**src/hw/asr_pkg.sv**
```systemverilog
// Package for the asynchronous static memory host controller
package asr_pkg;
	localparam int ADDR_W   = 15;
	localparam int DATA_W   = 8;
	localparam int CLK_MHZ  = 100;
	// Access phase timing at 100 MHz
	localparam int ADDR_SETUP_CYC = 1;
	localparam int WRITE_PULSE_NS = 70;
	localparam int WRITE_PULSE_CYC = (WRITE_PULSE_NS * CLK_MHZ + 999) / 1000;
	localparam int READ_ACCESS_NS = 90;
	localparam int READ_ACCESS_CYC = (READ_ACCESS_NS * CLK_MHZ + 999) / 1000;
	localparam int TURN_CYC = 4;
	// Recovery after retention, minimum
	localparam int RECOVERY_MS = 5;
	localparam int RECOVERY_CYC = RECOVERY_MS * CLK_MHZ * 1000;
	localparam logic [3:0] COUNT_RESET = 4'h0;

	typedef enum logic [2:0] {
		ST_IDLE   = 3'b000,
		ST_SETUP  = 3'b001,
		ST_WRITE  = 3'b010,
		ST_READ   = 3'b011,
		ST_TURN   = 3'b100,
		ST_RETAIN = 3'b101,
		ST_RECOV  = 3'b110
	} asr_state_type;

	// Memory pin group driven by the host
	typedef struct packed {
		logic [ADDR_W-1:0] address_lines;
		logic              select_active_low_n;
		logic              select_active_high;
		logic              write_strobe_n;
	} asr_pins_type;

	// User request
	typedef struct packed {
		logic              write;
		logic [ADDR_W-1:0] addr;
		logic [DATA_W-1:0] wdata;
	} asr_req_type;
endpackage : asr_pkg

```
**src/hw/asr_host.sv**
```systemverilog
// Host controller for an asynchronous 32K x 8 static memory
// Summary of operation
// Address changes only while deselected
// Write only when all three strobes overlap
// Select after strobe falls keeps pins undriven
// Strobe low means memory never drives
// Strobe high and selected reads data
// Host drives data only while strobe low; the code keeps driving for the first ST_TURN cycle after strobe rises
// Deselect at retention, wait 5 ms after
// High select held at firm rail level
// Retention by low select may float pins
// Retention by high select may float others
// Strobe stays high through read cycles
// Deselected memory ignores strobe, stays undriven
`timescale 1ns/1ps
`default_nettype none
module asr_host #(
	parameter int RECOVERY_CYCLES = asr_pkg::RECOVERY_CYC
) (
	input  wire logic                       clk_in,
	input  wire logic                       reset_n_in,
	input  wire logic                       req_valid_in,
	input  wire asr_pkg::asr_req_type       req_in,
	output logic                            req_ready_out,
	output logic                            rdata_valid_out,
	output logic [asr_pkg::DATA_W-1:0]      rdata_out,
	input  wire logic                       retain_in,
	output logic                            retained_out,
	output asr_pkg::asr_pins_type           pins_out,
	output logic                            pins_oe_n_out,
	output logic [asr_pkg::DATA_W-1:0]      data_lines_out,
	output logic                            data_lines_oe_n_out,
	input  wire logic [asr_pkg::DATA_W-1:0] data_lines_in
);
	asr_pkg::asr_state_type state, next_state;
	logic [31:0]                 count, next_count;
	asr_pkg::asr_pins_type       pins, next_pins;
	logic                        is_write, next_is_write;
	logic [asr_pkg::DATA_W-1:0]  wdata, next_wdata;
	logic [asr_pkg::DATA_W-1:0]  rdata, next_rdata;
	logic                        rvalid, next_rvalid;
	logic                        float_pins, next_float_pins;
	logic                        drive_data, next_drive_data;
	logic [asr_pkg::DATA_W-1:0]  sync1, sync2;

	// Two-stage synchroniser on the data pins; memory output is async to us
	always_ff @(posedge clk_in) begin
		sync1 <= data_lines_in;
		sync2 <= sync1;
	end

	// Sequencer: next values
	always_comb begin
		next_state      = state;
		next_count      = count;
		next_pins       = pins;
		next_is_write   = is_write;
		next_wdata      = wdata;
		next_rdata      = rdata;
		next_rvalid     = 1'b0;
		next_float_pins = float_pins;
		next_drive_data = drive_data;
		case (state)
			asr_pkg::ST_IDLE: begin
				if (retain_in) begin
					// Deselect by high select low, others may float
					next_pins.select_active_high  = 1'b0;
					next_pins.select_active_low_n = 1'b1;
					next_pins.write_strobe_n      = 1'b1;
					next_float_pins               = 1'b1;
					next_state                    = asr_pkg::ST_RETAIN;
				end else if (req_valid_in) begin
					// Address moves only while deselected
					next_pins.address_lines = req_in.addr;
					next_is_write = req_in.write;
					next_wdata    = req_in.wdata;
					next_count    = 32'(asr_pkg::ADDR_SETUP_CYC);
					next_state    = asr_pkg::ST_SETUP;
				end
			end
			asr_pkg::ST_SETUP: begin
				if (count > 32'h1) begin
					next_count = count - 32'h1;
				end else if (is_write) begin
					// Strobe falls with select, memory stays undriven
					next_pins.write_strobe_n      = 1'b0;
					next_pins.select_active_low_n = 1'b0;
					next_pins.select_active_high  = 1'b1;
					next_drive_data               = 1'b1;
					next_count = 32'(asr_pkg::WRITE_PULSE_CYC);
					next_state = asr_pkg::ST_WRITE;
				end else begin
					// Strobe held high for a read
					next_pins.select_active_low_n = 1'b0;
					next_pins.select_active_high  = 1'b1;
					next_count = 32'(asr_pkg::READ_ACCESS_CYC) + 32'h2;
					next_state = asr_pkg::ST_READ;
				end
			end
			asr_pkg::ST_WRITE: begin
				if (count > 32'h1) begin
					next_count = count - 32'h1;
				end else begin
					// Strobe and select rise together; data held one more cycle
					next_pins.write_strobe_n      = 1'b1;
					next_pins.select_active_low_n = 1'b1;
					next_count = 32'(asr_pkg::TURN_CYC);
					next_state = asr_pkg::ST_TURN;
				end
			end
			asr_pkg::ST_READ: begin
				if (count > 32'h1) begin
					next_count = count - 32'h1;
				end else begin
					next_rdata  = sync2;
					next_rvalid = 1'b1;
					next_pins.select_active_low_n = 1'b1;
					next_count = 32'(asr_pkg::TURN_CYC);
					next_state = asr_pkg::ST_TURN;
				end
			end
			asr_pkg::ST_TURN: begin
				next_drive_data = 1'b0;
				if (count > 32'h1) begin
					next_count = count - 32'h1;
				end else begin
					next_state = asr_pkg::ST_IDLE;
				end
			end
			asr_pkg::ST_RETAIN: begin
				if (!retain_in) begin
					// Supply back: keep deselected, wait the recovery time
					next_float_pins = 1'b0;
					next_count      = 32'(RECOVERY_CYCLES);
					next_state      = asr_pkg::ST_RECOV;
				end
			end
			asr_pkg::ST_RECOV: begin
				if (count > 32'h1) begin
					next_count = count - 32'h1;
				end else begin
					next_state = asr_pkg::ST_IDLE;
				end
			end
			default: begin
				next_state = asr_pkg::ST_IDLE;
			end
		endcase
	end

	// Sequencer: registers
	always_ff @(posedge clk_in) begin
		if (!reset_n_in) begin
			state      <= asr_pkg::ST_IDLE;
			count      <= 32'(asr_pkg::COUNT_RESET);
			pins       <= '{address_lines: '0, select_active_low_n: 1'b1,
			                select_active_high: 1'b0, write_strobe_n: 1'b1};
			is_write   <= 1'b0;
			wdata      <= '0;
			rdata      <= '0;
			rvalid     <= 1'b0;
			float_pins <= 1'b0;
			drive_data <= 1'b0;
		end else begin
			state      <= next_state;
			count      <= next_count;
			pins       <= next_pins;
			is_write   <= next_is_write;
			wdata      <= next_wdata;
			rdata      <= next_rdata;
			rvalid     <= next_rvalid;
			float_pins <= next_float_pins;
			drive_data <= next_drive_data;
		end
	end

	// Outputs; high select is never floated so it sits at a rail
	assign req_ready_out       = (state == asr_pkg::ST_IDLE) && !retain_in;
	assign rdata_valid_out     = rvalid;
	assign rdata_out           = rdata;
	assign retained_out        = (state == asr_pkg::ST_RETAIN);
	assign pins_out            = pins;
	assign pins_oe_n_out       = float_pins;
	assign data_lines_out      = wdata;
	assign data_lines_oe_n_out = !drive_data;

	// Checks
	a_addr_stable: assert property (@(posedge clk_in) disable iff (!reset_n_in)
		!pins_out.select_active_low_n && $past(!pins_out.select_active_low_n)
		|-> $stable(pins_out.address_lines))
		else $error("address moved while selected");
	a_data_only_strobe: assert property (@(posedge clk_in) disable iff (!reset_n_in)
		!data_lines_oe_n_out && pins_out.write_strobe_n |-> state == asr_pkg::ST_TURN)
		else $error("host drives data outside write");
	a_read_strobe_high: assert property (@(posedge clk_in) disable iff (!reset_n_in)
		state == asr_pkg::ST_READ |-> pins_out.write_strobe_n)
		else $error("strobe low in read");
	a_write_overlap: assert property (@(posedge clk_in) disable iff (!reset_n_in)
		!pins_out.write_strobe_n |-> !pins_out.select_active_low_n
		&& pins_out.select_active_high && !data_lines_oe_n_out)
		else $error("write strobe without select or data");
	a_retain_deselect: assert property (@(posedge clk_in) disable iff (!reset_n_in)
		state == asr_pkg::ST_RETAIN |-> !pins_out.select_active_high)
		else $error("selected during retention");
	a_recover_wait: assert property (@(posedge clk_in) disable iff (!reset_n_in)
		$rose(state == asr_pkg::ST_RECOV) |-> count == 32'(RECOVERY_CYCLES))
		else $error("recovery count wrong");
	a_recov_no_req: assert property (@(posedge clk_in) disable iff (!reset_n_in)
		state == asr_pkg::ST_RECOV |-> !req_ready_out && pins_out.select_active_low_n)
		else $error("access during recovery");
	a_write_len: assert property (@(posedge clk_in) disable iff (!reset_n_in)
		$fell(pins_out.write_strobe_n) |-> !pins_out.write_strobe_n [*7] ##1
		pins_out.write_strobe_n)
		else $error("write pulse length wrong");
	c_write: cover property (@(posedge clk_in) $rose(pins_out.write_strobe_n));
	c_read: cover property (@(posedge clk_in) rdata_valid_out);
	c_retain: cover property (@(posedge clk_in) $fell(retained_out));
endmodule : asr_host
`default_nettype wire

```
**config.mk**
```make
export PLATFORM = sky130hd
export DESIGN_NAME = asr_host
export DESIGN_NICKNAME = d
export VERILOG_FILES = /design/src/hw/asr_pkg.sv /design/src/hw/asr_host.sv
export SDC_FILE = /design/constraint.sdc
export NUM_CORES = 1
export LEC_CHECK = 0
export ABC_AREA = 1
export BUFFER_PORTS_ARGS = -buffer_cell sky130_fd_sc_hd__buf_2
export CORE_ASPECT_RATIO = 2
export CORE_MARGIN = 3
export CORE_UTILIZATION = 57
export CTS_BUF_LIST = sky130_fd_sc_hd__clkbuf_4
export DETAILED_ROUTE_END_ITERATION = 6
export PLACE_DENSITY = 0.87
export SLEW_MARGIN = 10
export SYNTH_ARGS = -nofsm -noshare
export SYNTH_HDL_FRONTEND = slang
export SYNTH_SLANG_ARGS = --single-unit
```
**constraint.sdc**
```tcl
create_clock -name clk_in -period 2.38 [get_ports clk_in]
set_input_delay 0.476 -clock clk_in [delete_from_list [all_inputs] [get_ports clk_in]]
set_output_delay 0.476 -clock clk_in [all_outputs]
set_load 0.005 [all_outputs]
```
---- Yosys cells after proc, flatten, opt, wreduce, memory -nomap -nowiden ----
Index checks and enable logic that the tools add are counted.
word-level totals
  output and inout port bits .............. 39
  input port bits ......................... 36
  register bits after elaboration ......... 89
cells by class
  magnitude comparators ................... 1
  bitwise operators ....................... 2
  equal/unequal tests ..................... 17
  multiplexer cells ....................... 30
  reduce and logical (&&, ||, !) cells .... 22
  $add $sub $neg .......................... 1
operator list
  kind                   number
  $mux 32                6
  $pmux 32 s5            1
  $gt 32x1->1 const B    1
  $sub 32x1->32 const B  1
  $mux 3                 8
  $ne 2x2->1 const B     9
  $pmux 3 s5             1
  $reduce_and 5->1       3
  $reduce_and 3->1       4
  $eq 3x3->1 const B     3
  $mux 1                 8
  $eq 3x2->1 const B     2
  $pmux 1 s2             3
  $pmux 1 s3             2
  $reduce_bool 2->1      3
  $reduce_bool 3->1      2
  $reduce_bool 5->1      1
  $mux 4                 1
  $reduce_and 2->1       2
  $reduce_and 4->1       1
  $reduce_or 2->1        2
  $eq 3x1->1 const B     1
  $logic_not 3->1        1
  $ne 3x3->1 const B     1
  other kinds (4)        6

---- Depth between registers and ports, before layout ----
Gate-level depths: netlist of the first run.
  depth in word-level cells ............... 4
  mapped depth ............................ 14

---- Worst setup path after synthesis of the first run ----
OpenSTA, ideal clock, no wires.
  path type ............................... flip-flop to flip-flop
  start point ............................. reg count[0]
  end point ............................... reg count[10]
  path slack .............................. 0.620 ns
  arrival time ............................ 1.647 ns
  path buffers ............................ 1
  library setup time ...................... 0.113 ns
  stages on the path, launching flop included .. 15
  required time ........................... 2.267 ns
  cells stage by stage .................... dfxtp_1 inv_1 ha_1 nand2_2 nor2_4 nand2_4 nand2_4 nand2_4 nand2_2 nand3_1 nand2_2 inv_2 buf_4 nand2_1 nor2_1
on the way
  word-level cells in the longest chain between the ends .. 3
  elaborated cells between the ends (all ways) .. 8
  classes of those cells .................. add/sub (1); order compare (1); eq/ne (1); mux (4); reduce/logical (1)
ends and longest elaborated chain
  item                                                    line                              source
  from (decl)                                             asr_host.sv:36                    logic [31:0] count, next_count;
  from (signal assigned)                                  asr_host.sv:155                   count <= 32'(asr_pkg::COUNT_RESET);
  from (signal assigned)                                  asr_host.sv:166                   count <= next_count;
  $sub 32x1->32 / $gt 32x1->1 (equally long branches)     --
  $mux 32 (tied with other cells)                         asr_host.sv:124, asr_host.sv:139
  $pmux 32 s5 / $reduce_and 5->1 (equally long branches)  --
Parallel ways exist; a longest one is shown, timed or not. The select of a mux whose other input is x is not followed.
A chain may end at the register's enable or synchronous reset.

---- Final worst setup path of the first run ----
  start point ............................. reg state[1]
  end point ............................... reg count[30]
on the way
  word-level cells in the longest chain between the ends .. 4
  elaborated cells between the ends (all ways) .. 16
  classes of those cells .................. eq/ne (10); mux (1); reduce/logical (5)
ends and longest elaborated chain
  item                                                                     line             source
  from (decl)                                                              asr_host.sv:35   asr_pkg::asr_state_type state, next_state;
  from (signal assigned)                                                   asr_host.sv:154  state <= asr_pkg::ST_IDLE;
  from (signal assigned)                                                   asr_host.sv:165  state <= next_state;
  $eq 3x2->1 / $eq 3x3->1 (equally long branches)                          asr_host.sv:63   case (state)
  $reduce_or 2->1 (no source line)                                         --
  $reduce_bool 5->1 (no source line) / $ne 2x1->1 (equally long branches)  --
  $reduce_and 5->1 (no source line)                                        --
Parallel ways exist; a longest one is shown, timed or not.

==> impl_metrics.toml, run 1 <==
[clock_tree]
cts_tree = "yes"
clk_pin_slew_ps = 160
cts_made_buffers = 9
clk_path_buf_depth = 2
htree_num_levels = 3
cts_setup_buffers = 0
cts_resized = 0
cts_hold_buf = 0
cts.sinks = 89
clk_latency_ps = 460
cts_root_buffer = "clkbuf_4"

[worst_setup_path]
startpoint_type = "flip-flop"
criticalPathCategory = "reg -> reg"
slowest_delay_ps = 520
end_kind = "flip-flop"
path_common_cell = "nand2_1"
slowest_stage = "dfxtp_1"
cp_cell_sequence = "nor2_1, nand2_1, nor2_1, nor3_2, nand2_1, buf_4, inv_6, nand2_1, nand2_1, nand2_1, nor2_1"
critPathRequiredTime_ps = 2750
arrival_ps = 2570
crit_buf_inv = 2
cp_top_family = "simple AND/OR/NAND/NOR gates"
worstPathMaxFanout = 17
ff2ff_setup_slack_ps = 180

[timing]
tns_ps = 0
drv_slew = 0
fmax_mhz = 455.0
min_period_over_period = 0.9234
finClkSkew_ps = 12.73
rsz0062_at_grt = "no"
hold_ws_ps = 107.6
period_needed_ps = 2198
max-slew-margin-rel = 0.5338
hold_viol = 0
worst_pin_slew_ps = 698.5
setup_violations = 0

[detailed_routing]
drt_wl_total_um = 10520
vias = 3949
drtPass1Iterations = 6
viasPerCell = 5.373
wl_per_cell_um = 14.31
antenna_left = 0
drt-initial-drc-count = 319
drc_errors = 0

[layout]
area_delta_synth_final_pct = 14.72
fin_util = 0.6842
drive_gt1_frac = 0.2040
final_nets = 680
diodes = 0

[die]
die_y_um = 124.6
core-area_sq_mm = 0.006726
placementRows = 42
ioPinCount = 75
initial_core_util = 0.5964
die_w_um = 65.32
die-area_sq_mm = 0.008141

[synth]
synth_top_family_by_area = "simple AND/OR/NAND/NOR gates"
yosysWarnings = 0
synthAdderAreaFrac = 0.006238
synth_area_sq_mm = 0.004011
synth_nets = 607
synth_compound_area_frac = 0.1269
ys_seq_area_frac = 0.4442
synthXorXnorAreaFrac = 0.02183
synth.area.mux_share = 0
synth.avg_cell_area_sq_um = 7.050
synthCells = 569
synth-simple-area-share = 0.3107
ys_ff_latch = 89
yosysUniqueCellTypes = 35

[pwr]
ir_drop_mv = 0.7935
power_density_mw_per_mm2 = 1382
power_leakage_nw = 2.291

[grt]
grt_max_degree = 42
grt_overflow = 0
antenna_found_initial = 0
grt_pass1_vias = 3908
grt.total_usage = 0.2703
grt_pass1_wl_um = 17260

[placed_design]
gp_congestion = 1.023
numPortBuffers = 74
hpwl_um = 7918

[min_path]
hp-class = "in -> reg"

[status]
status = "complete, no violations"

[flow_run]
drv_cap = 0
## worst paths after layout
kind | depth (start not counted) | start | to
max | 11 | state[1]$_SDFFE_PN0P_ | count[30]$_SDFFE_PN0P_
min | 1 | data_lines_in[5] | sync1[5]$_DFF_P_
max reg2reg | 11 | state[1]$_SDFFE_PN0P_ | count[30]$_SDFFE_PN0P_
min reg2reg | 0 | sync1[1]$_DFF_P_ | sync2[1]$_DFF_P_
## report_power, final
group          leakage (nW)  total, mW  internal, mW  switching, mW
Combinational          1.47       3.37          1.12           2.25
Sequential            0.731       2.05          1.81          0.249
Clock                0.0877      0.941         0.353          0.588
## cells by family after synthesis
family | Yosys count
AND/OR/NAND/NOR | 283
AO/OA/AOI/OAI | 97
flip-flops | 89
buffers and inverters | 88
XOR/XNOR | 10
adder cells (fa/ha/maj) | 2
## cell usage in the layout, fill, tap and decap left out, drive strengths merged, types with 2 or more instances in the layout
cell type and instances:
buf 79, dfxtp 89, ha 2, xor2 6
a211oi 2, o21ai 56, nand3b 4, nand3 20
nor3 12, xnor2 4, nor2 130, clkinv 2
nand2 108, or2 2, clkbuf 9, inv 75
a21oi 35, nand4 7
## synthesized netlist by cell type, drive strengths merged
library cell | instances | area [sq um]
o21ai | 56 | 280.3
xor2 | 6 | 52.55
a22oi | 1 | 7.510
dfxtp | 89 | 1782
o22ai | 1 | 6.260
ha | 2 | 25.02
or2 | 2 | 12.51
nor2 | 130 | 523.0
nand4 | 7 | 43.79
clkbuf | 9 | 33.78
a21oi | 35 | 178.9
nand3 | 20 | 120.1
nor3 | 12 | 70.07
xnor2 | 4 | 35.03
a211oi | 2 | 15.01
nand3b | 4 | 33.78
buf | 8 | 56.29
o211ai | 1 | 12.51
inv | 71 | 271.5
o311ai | 1 | 8.760
nand2 | 108 | 442.9
## per-layer routing
metal  routed length (um)  vias up  global-route usage  share of wire
li1                     -     1944                   -              -
met1                 3557     1786              0.2575           0.34
met2                 5853      166              0.4907           0.56
met3                  512       53             0.06047          0.049
met4                  592        0              0.1785          0.056
met5                    0        -                   0              0
## registers in the layout, summed over array words and instances (netlist names)
| register | flops |
|---|---|
| count | 32 |
| pins_out | 18 |
| data_lines_out | 8 |
| rdata_out | 8 |
| sync1 | 8 |
| sync2 | 8 |
| state | 3 |
| drive_data | 1 |
| is_write | 1 |
| pins_oe_n_out | 1 |
| rdata_valid_out | 1 |
## metrics by stage
stage               total power [mW]  cell area [sq um]  setup WS, ps  instances
floorplan                      4.555               4011         620.4        569
CTS                            6.316               4602         245.8        735
detailed placement             5.355               4439         268.7        719
global placement               5.234               4439         399.5        719
global route                   6.828               4602         57.33        735
finish                         6.361               4602         182.2        735
## area by class of cell
class | count | area [sq um]
well taps | 88 | 110.1
multi-input cells | 392 | 1868
inverters | 71 | 271.5
clock buffers | 9 | 67.56
fillers | 593 | 2125
flip-flops and latches | 89 | 1782
repair buffers | 79 | 407.9
clock inverters | 7 | 95.09
Note: power is estimated with default switching activity, not from simulation.
==> run 2, diff against run 1 <==
--- a/config.mk
+++ b/config.mk
@@ -6,7 +6,7 @@
 export NUM_CORES = 1
 export LEC_CHECK = 0
 export ABC_AREA = 1
-export BUFFER_PORTS_ARGS = -buffer_cell sky130_fd_sc_hd__buf_2
+export BUFFER_PORTS_ARGS = -buffer_cell sky130_fd_sc_hd__buf_4
 export CORE_ASPECT_RATIO = 2
 export CORE_MARGIN = 3
 export CORE_UTILIZATION = 57
==> run 2 against run 1 <==
Via count shrank 0.76%. Fmax grew 1.6%. Sequential cell count is the same. Combinational power is essentially flat. Hold slack gained 3.2 ps.
==> impl_metrics.toml, run 2 (synthesis results as in run 1) <==
[worst_setup_path]
arrival_ps = 2520
r2r_start = "count[0]$_SDFFE_PN0P_"
cp_top_family = "simple AND/OR/NAND/NOR gates"
cp_cell_sequence = "inv_1, ha_1, nand2_2, nor2_4, nand2_4, nand2_4, nand2_4, nand2_1, nand2_1, a211oi_1"
crit_buf_inv = 1
criticalPathCategory = "reg -> reg"
end_kind = "flip-flop"
slowest_delay_ps = 370
critPathLaunch = "count[0]$_SDFFE_PN0P_"
slowest_stage = "dfxtp_1"
worstPathMaxFanout = 11
startpoint_type = "flip-flop"
path_common_cell = "nand2_4"
critPathRequiredTime_ps = 2740

[timing]
tns_ps = 0
max-slew-margin-rel = 0.5400
min_period_over_period = 0.9092
finClkSkew_ps = 19.44
hold_viol = 0
drv_slew = 0
rsz0062_at_grt = "no"
worst_pin_slew_ps = 689.2
fmax_mhz = 462.1
period_needed_ps = 2164
setup_violations = 0

[pwr]
power_density_mw_per_mm2 = 1312
power_leakage_nw = 2.323
ir_drop_mv = 0.7425

[grt]
grt.total_usage = 0.2553
grt_overflow = 0
grt_max_degree = 27
grt_pass1_vias = 4038
grt_pass1_wl_um = 16610
antenna_found_initial = 0

[detailed_routing]
wl_per_cell_um = 13.28
drtPass1Iterations = 4
antenna_left = 0
viasPerCell = 5.325
drc_errors = 0
drt_wl_total_um = 9772
drt-initial-drc-count = 223
vias = 3919

[die]
initial_core_util = 0.5964
placementRows = 42
die_w_um = 65.32
die_y_um = 124.6
die-area_sq_mm = 0.008141
core-area_sq_mm = 0.006726
ioPinCount = 75

[placed_design]
gp_congestion = 0.9405
numPortBuffers = 74
hpwl_um = 7529
place_area_sq_mm = 0.004632

[clock_tree]
cts_hold_buf = 0
htree_num_levels = 3
cts_tree = "yes"
cts.sinks = 89
cts_root_buffer = "clkbuf_4"
clk_pin_slew_ps = 160
clk_latency_ps = 460
cts_made_buffers = 9
clk_path_buf_depth = 2

[layout]
postLayoutCellArea_sq_mm = 0.004783
largest_reg_flops = 32
filler_cell_count = 592
final_nets = 681
ff_latch_area_sq_mm = 0.001782
area_delta_synth_final_pct = 19.25
final_common_cell = "nor2_1"
drive_gt1_frac = 0.2068
diodes = 0
final_cell_mix = "nor2_1, nand2_1, dfxtp_1"
regMostFlops = "count"
multi_input_area_sq_mm = 0.001871

[min_path]
hp-start = "data_lines_in[0]"
hp-class = "in -> reg"

[flow_run]
drv_cap = 0

[status]
status = "complete, no violations"
## run 2: cell count changes in the layout (fill, tap and decap cells not counted), sizes merged
cell / change
buf: +1
bufinv: -1
clkinv: +2
inv: -1
## run 2: cell type report
type | instances | area share
sequential | 89 | 0.3725
clock buffer | 9 | 0.01413
inverter | 71 | 0.05676
timing repair buffer | 80 | 0.1256
clock inverter | 7 | 0.01700
multi-input combinational | 392 | 0.3911
tap | 88 | 0.02302
## run 2: path summary, 6_finish.rpt
check | to | slack [ps] | cells past startpoint
worst max-delay path | state[1]$_SDFFE_PN0P_ | 220 | 10
worst min-delay path | sync1[0]$_DFF_P_ | 110 | 1
worst max register to register | state[1]$_SDFFE_PN0P_ | 220 | 10
worst min register to register | sync2[7]$_DFF_P_ | 330 | 0
## run 2: through the flow
| stage | util | total power, mW | hold WS (ps) | setup slack, ps | std cells |
|---|---|---|---|---|---|
| after floorplan | - | 4.555 | 309.6 | 620.4 | 569 |
| after global placement | 0.6886 | 5.303 | 310.2 | 308.4 | 720 |
| after detailed placement | 0.6886 | 5.421 | 312.1 | 173.7 | 720 |
| after CTS | 0.7108 | 6.271 | 87.24 | 133.0 | 736 |
| after global routing | 0.7111 | 6.839 | 61.16 | 43.11 | 736 |
| final | 0.7111 | 6.278 | 110.8 | 216.1 | 736 |
## run 2: metal layers
metal / vias to the layer above / routed length [um] / GRT usage
li1: 1944 / - / -
met5: - / 0 / 0
met4: 0 / 602 / 0.1687
met2: 127 / 5330 / 0.4573
met3: 50 / 526 / 0.06949
met1: 1798 / 3312 / 0.2412
## run 2: repair_timing
item	CTS	global route
endpoints found under the setup margin	0	11
gates resized for setup	0	1
buffers inserted	0	0
## run 2: power by group
group / leakage [nW] / internal [mW] / switching (mW)
Combinational: 1.51 / 1.20 / 2.20
Sequential: 0.731 / 1.81 / 0.235
Clock: 0.0801 / 0.254 / 0.587
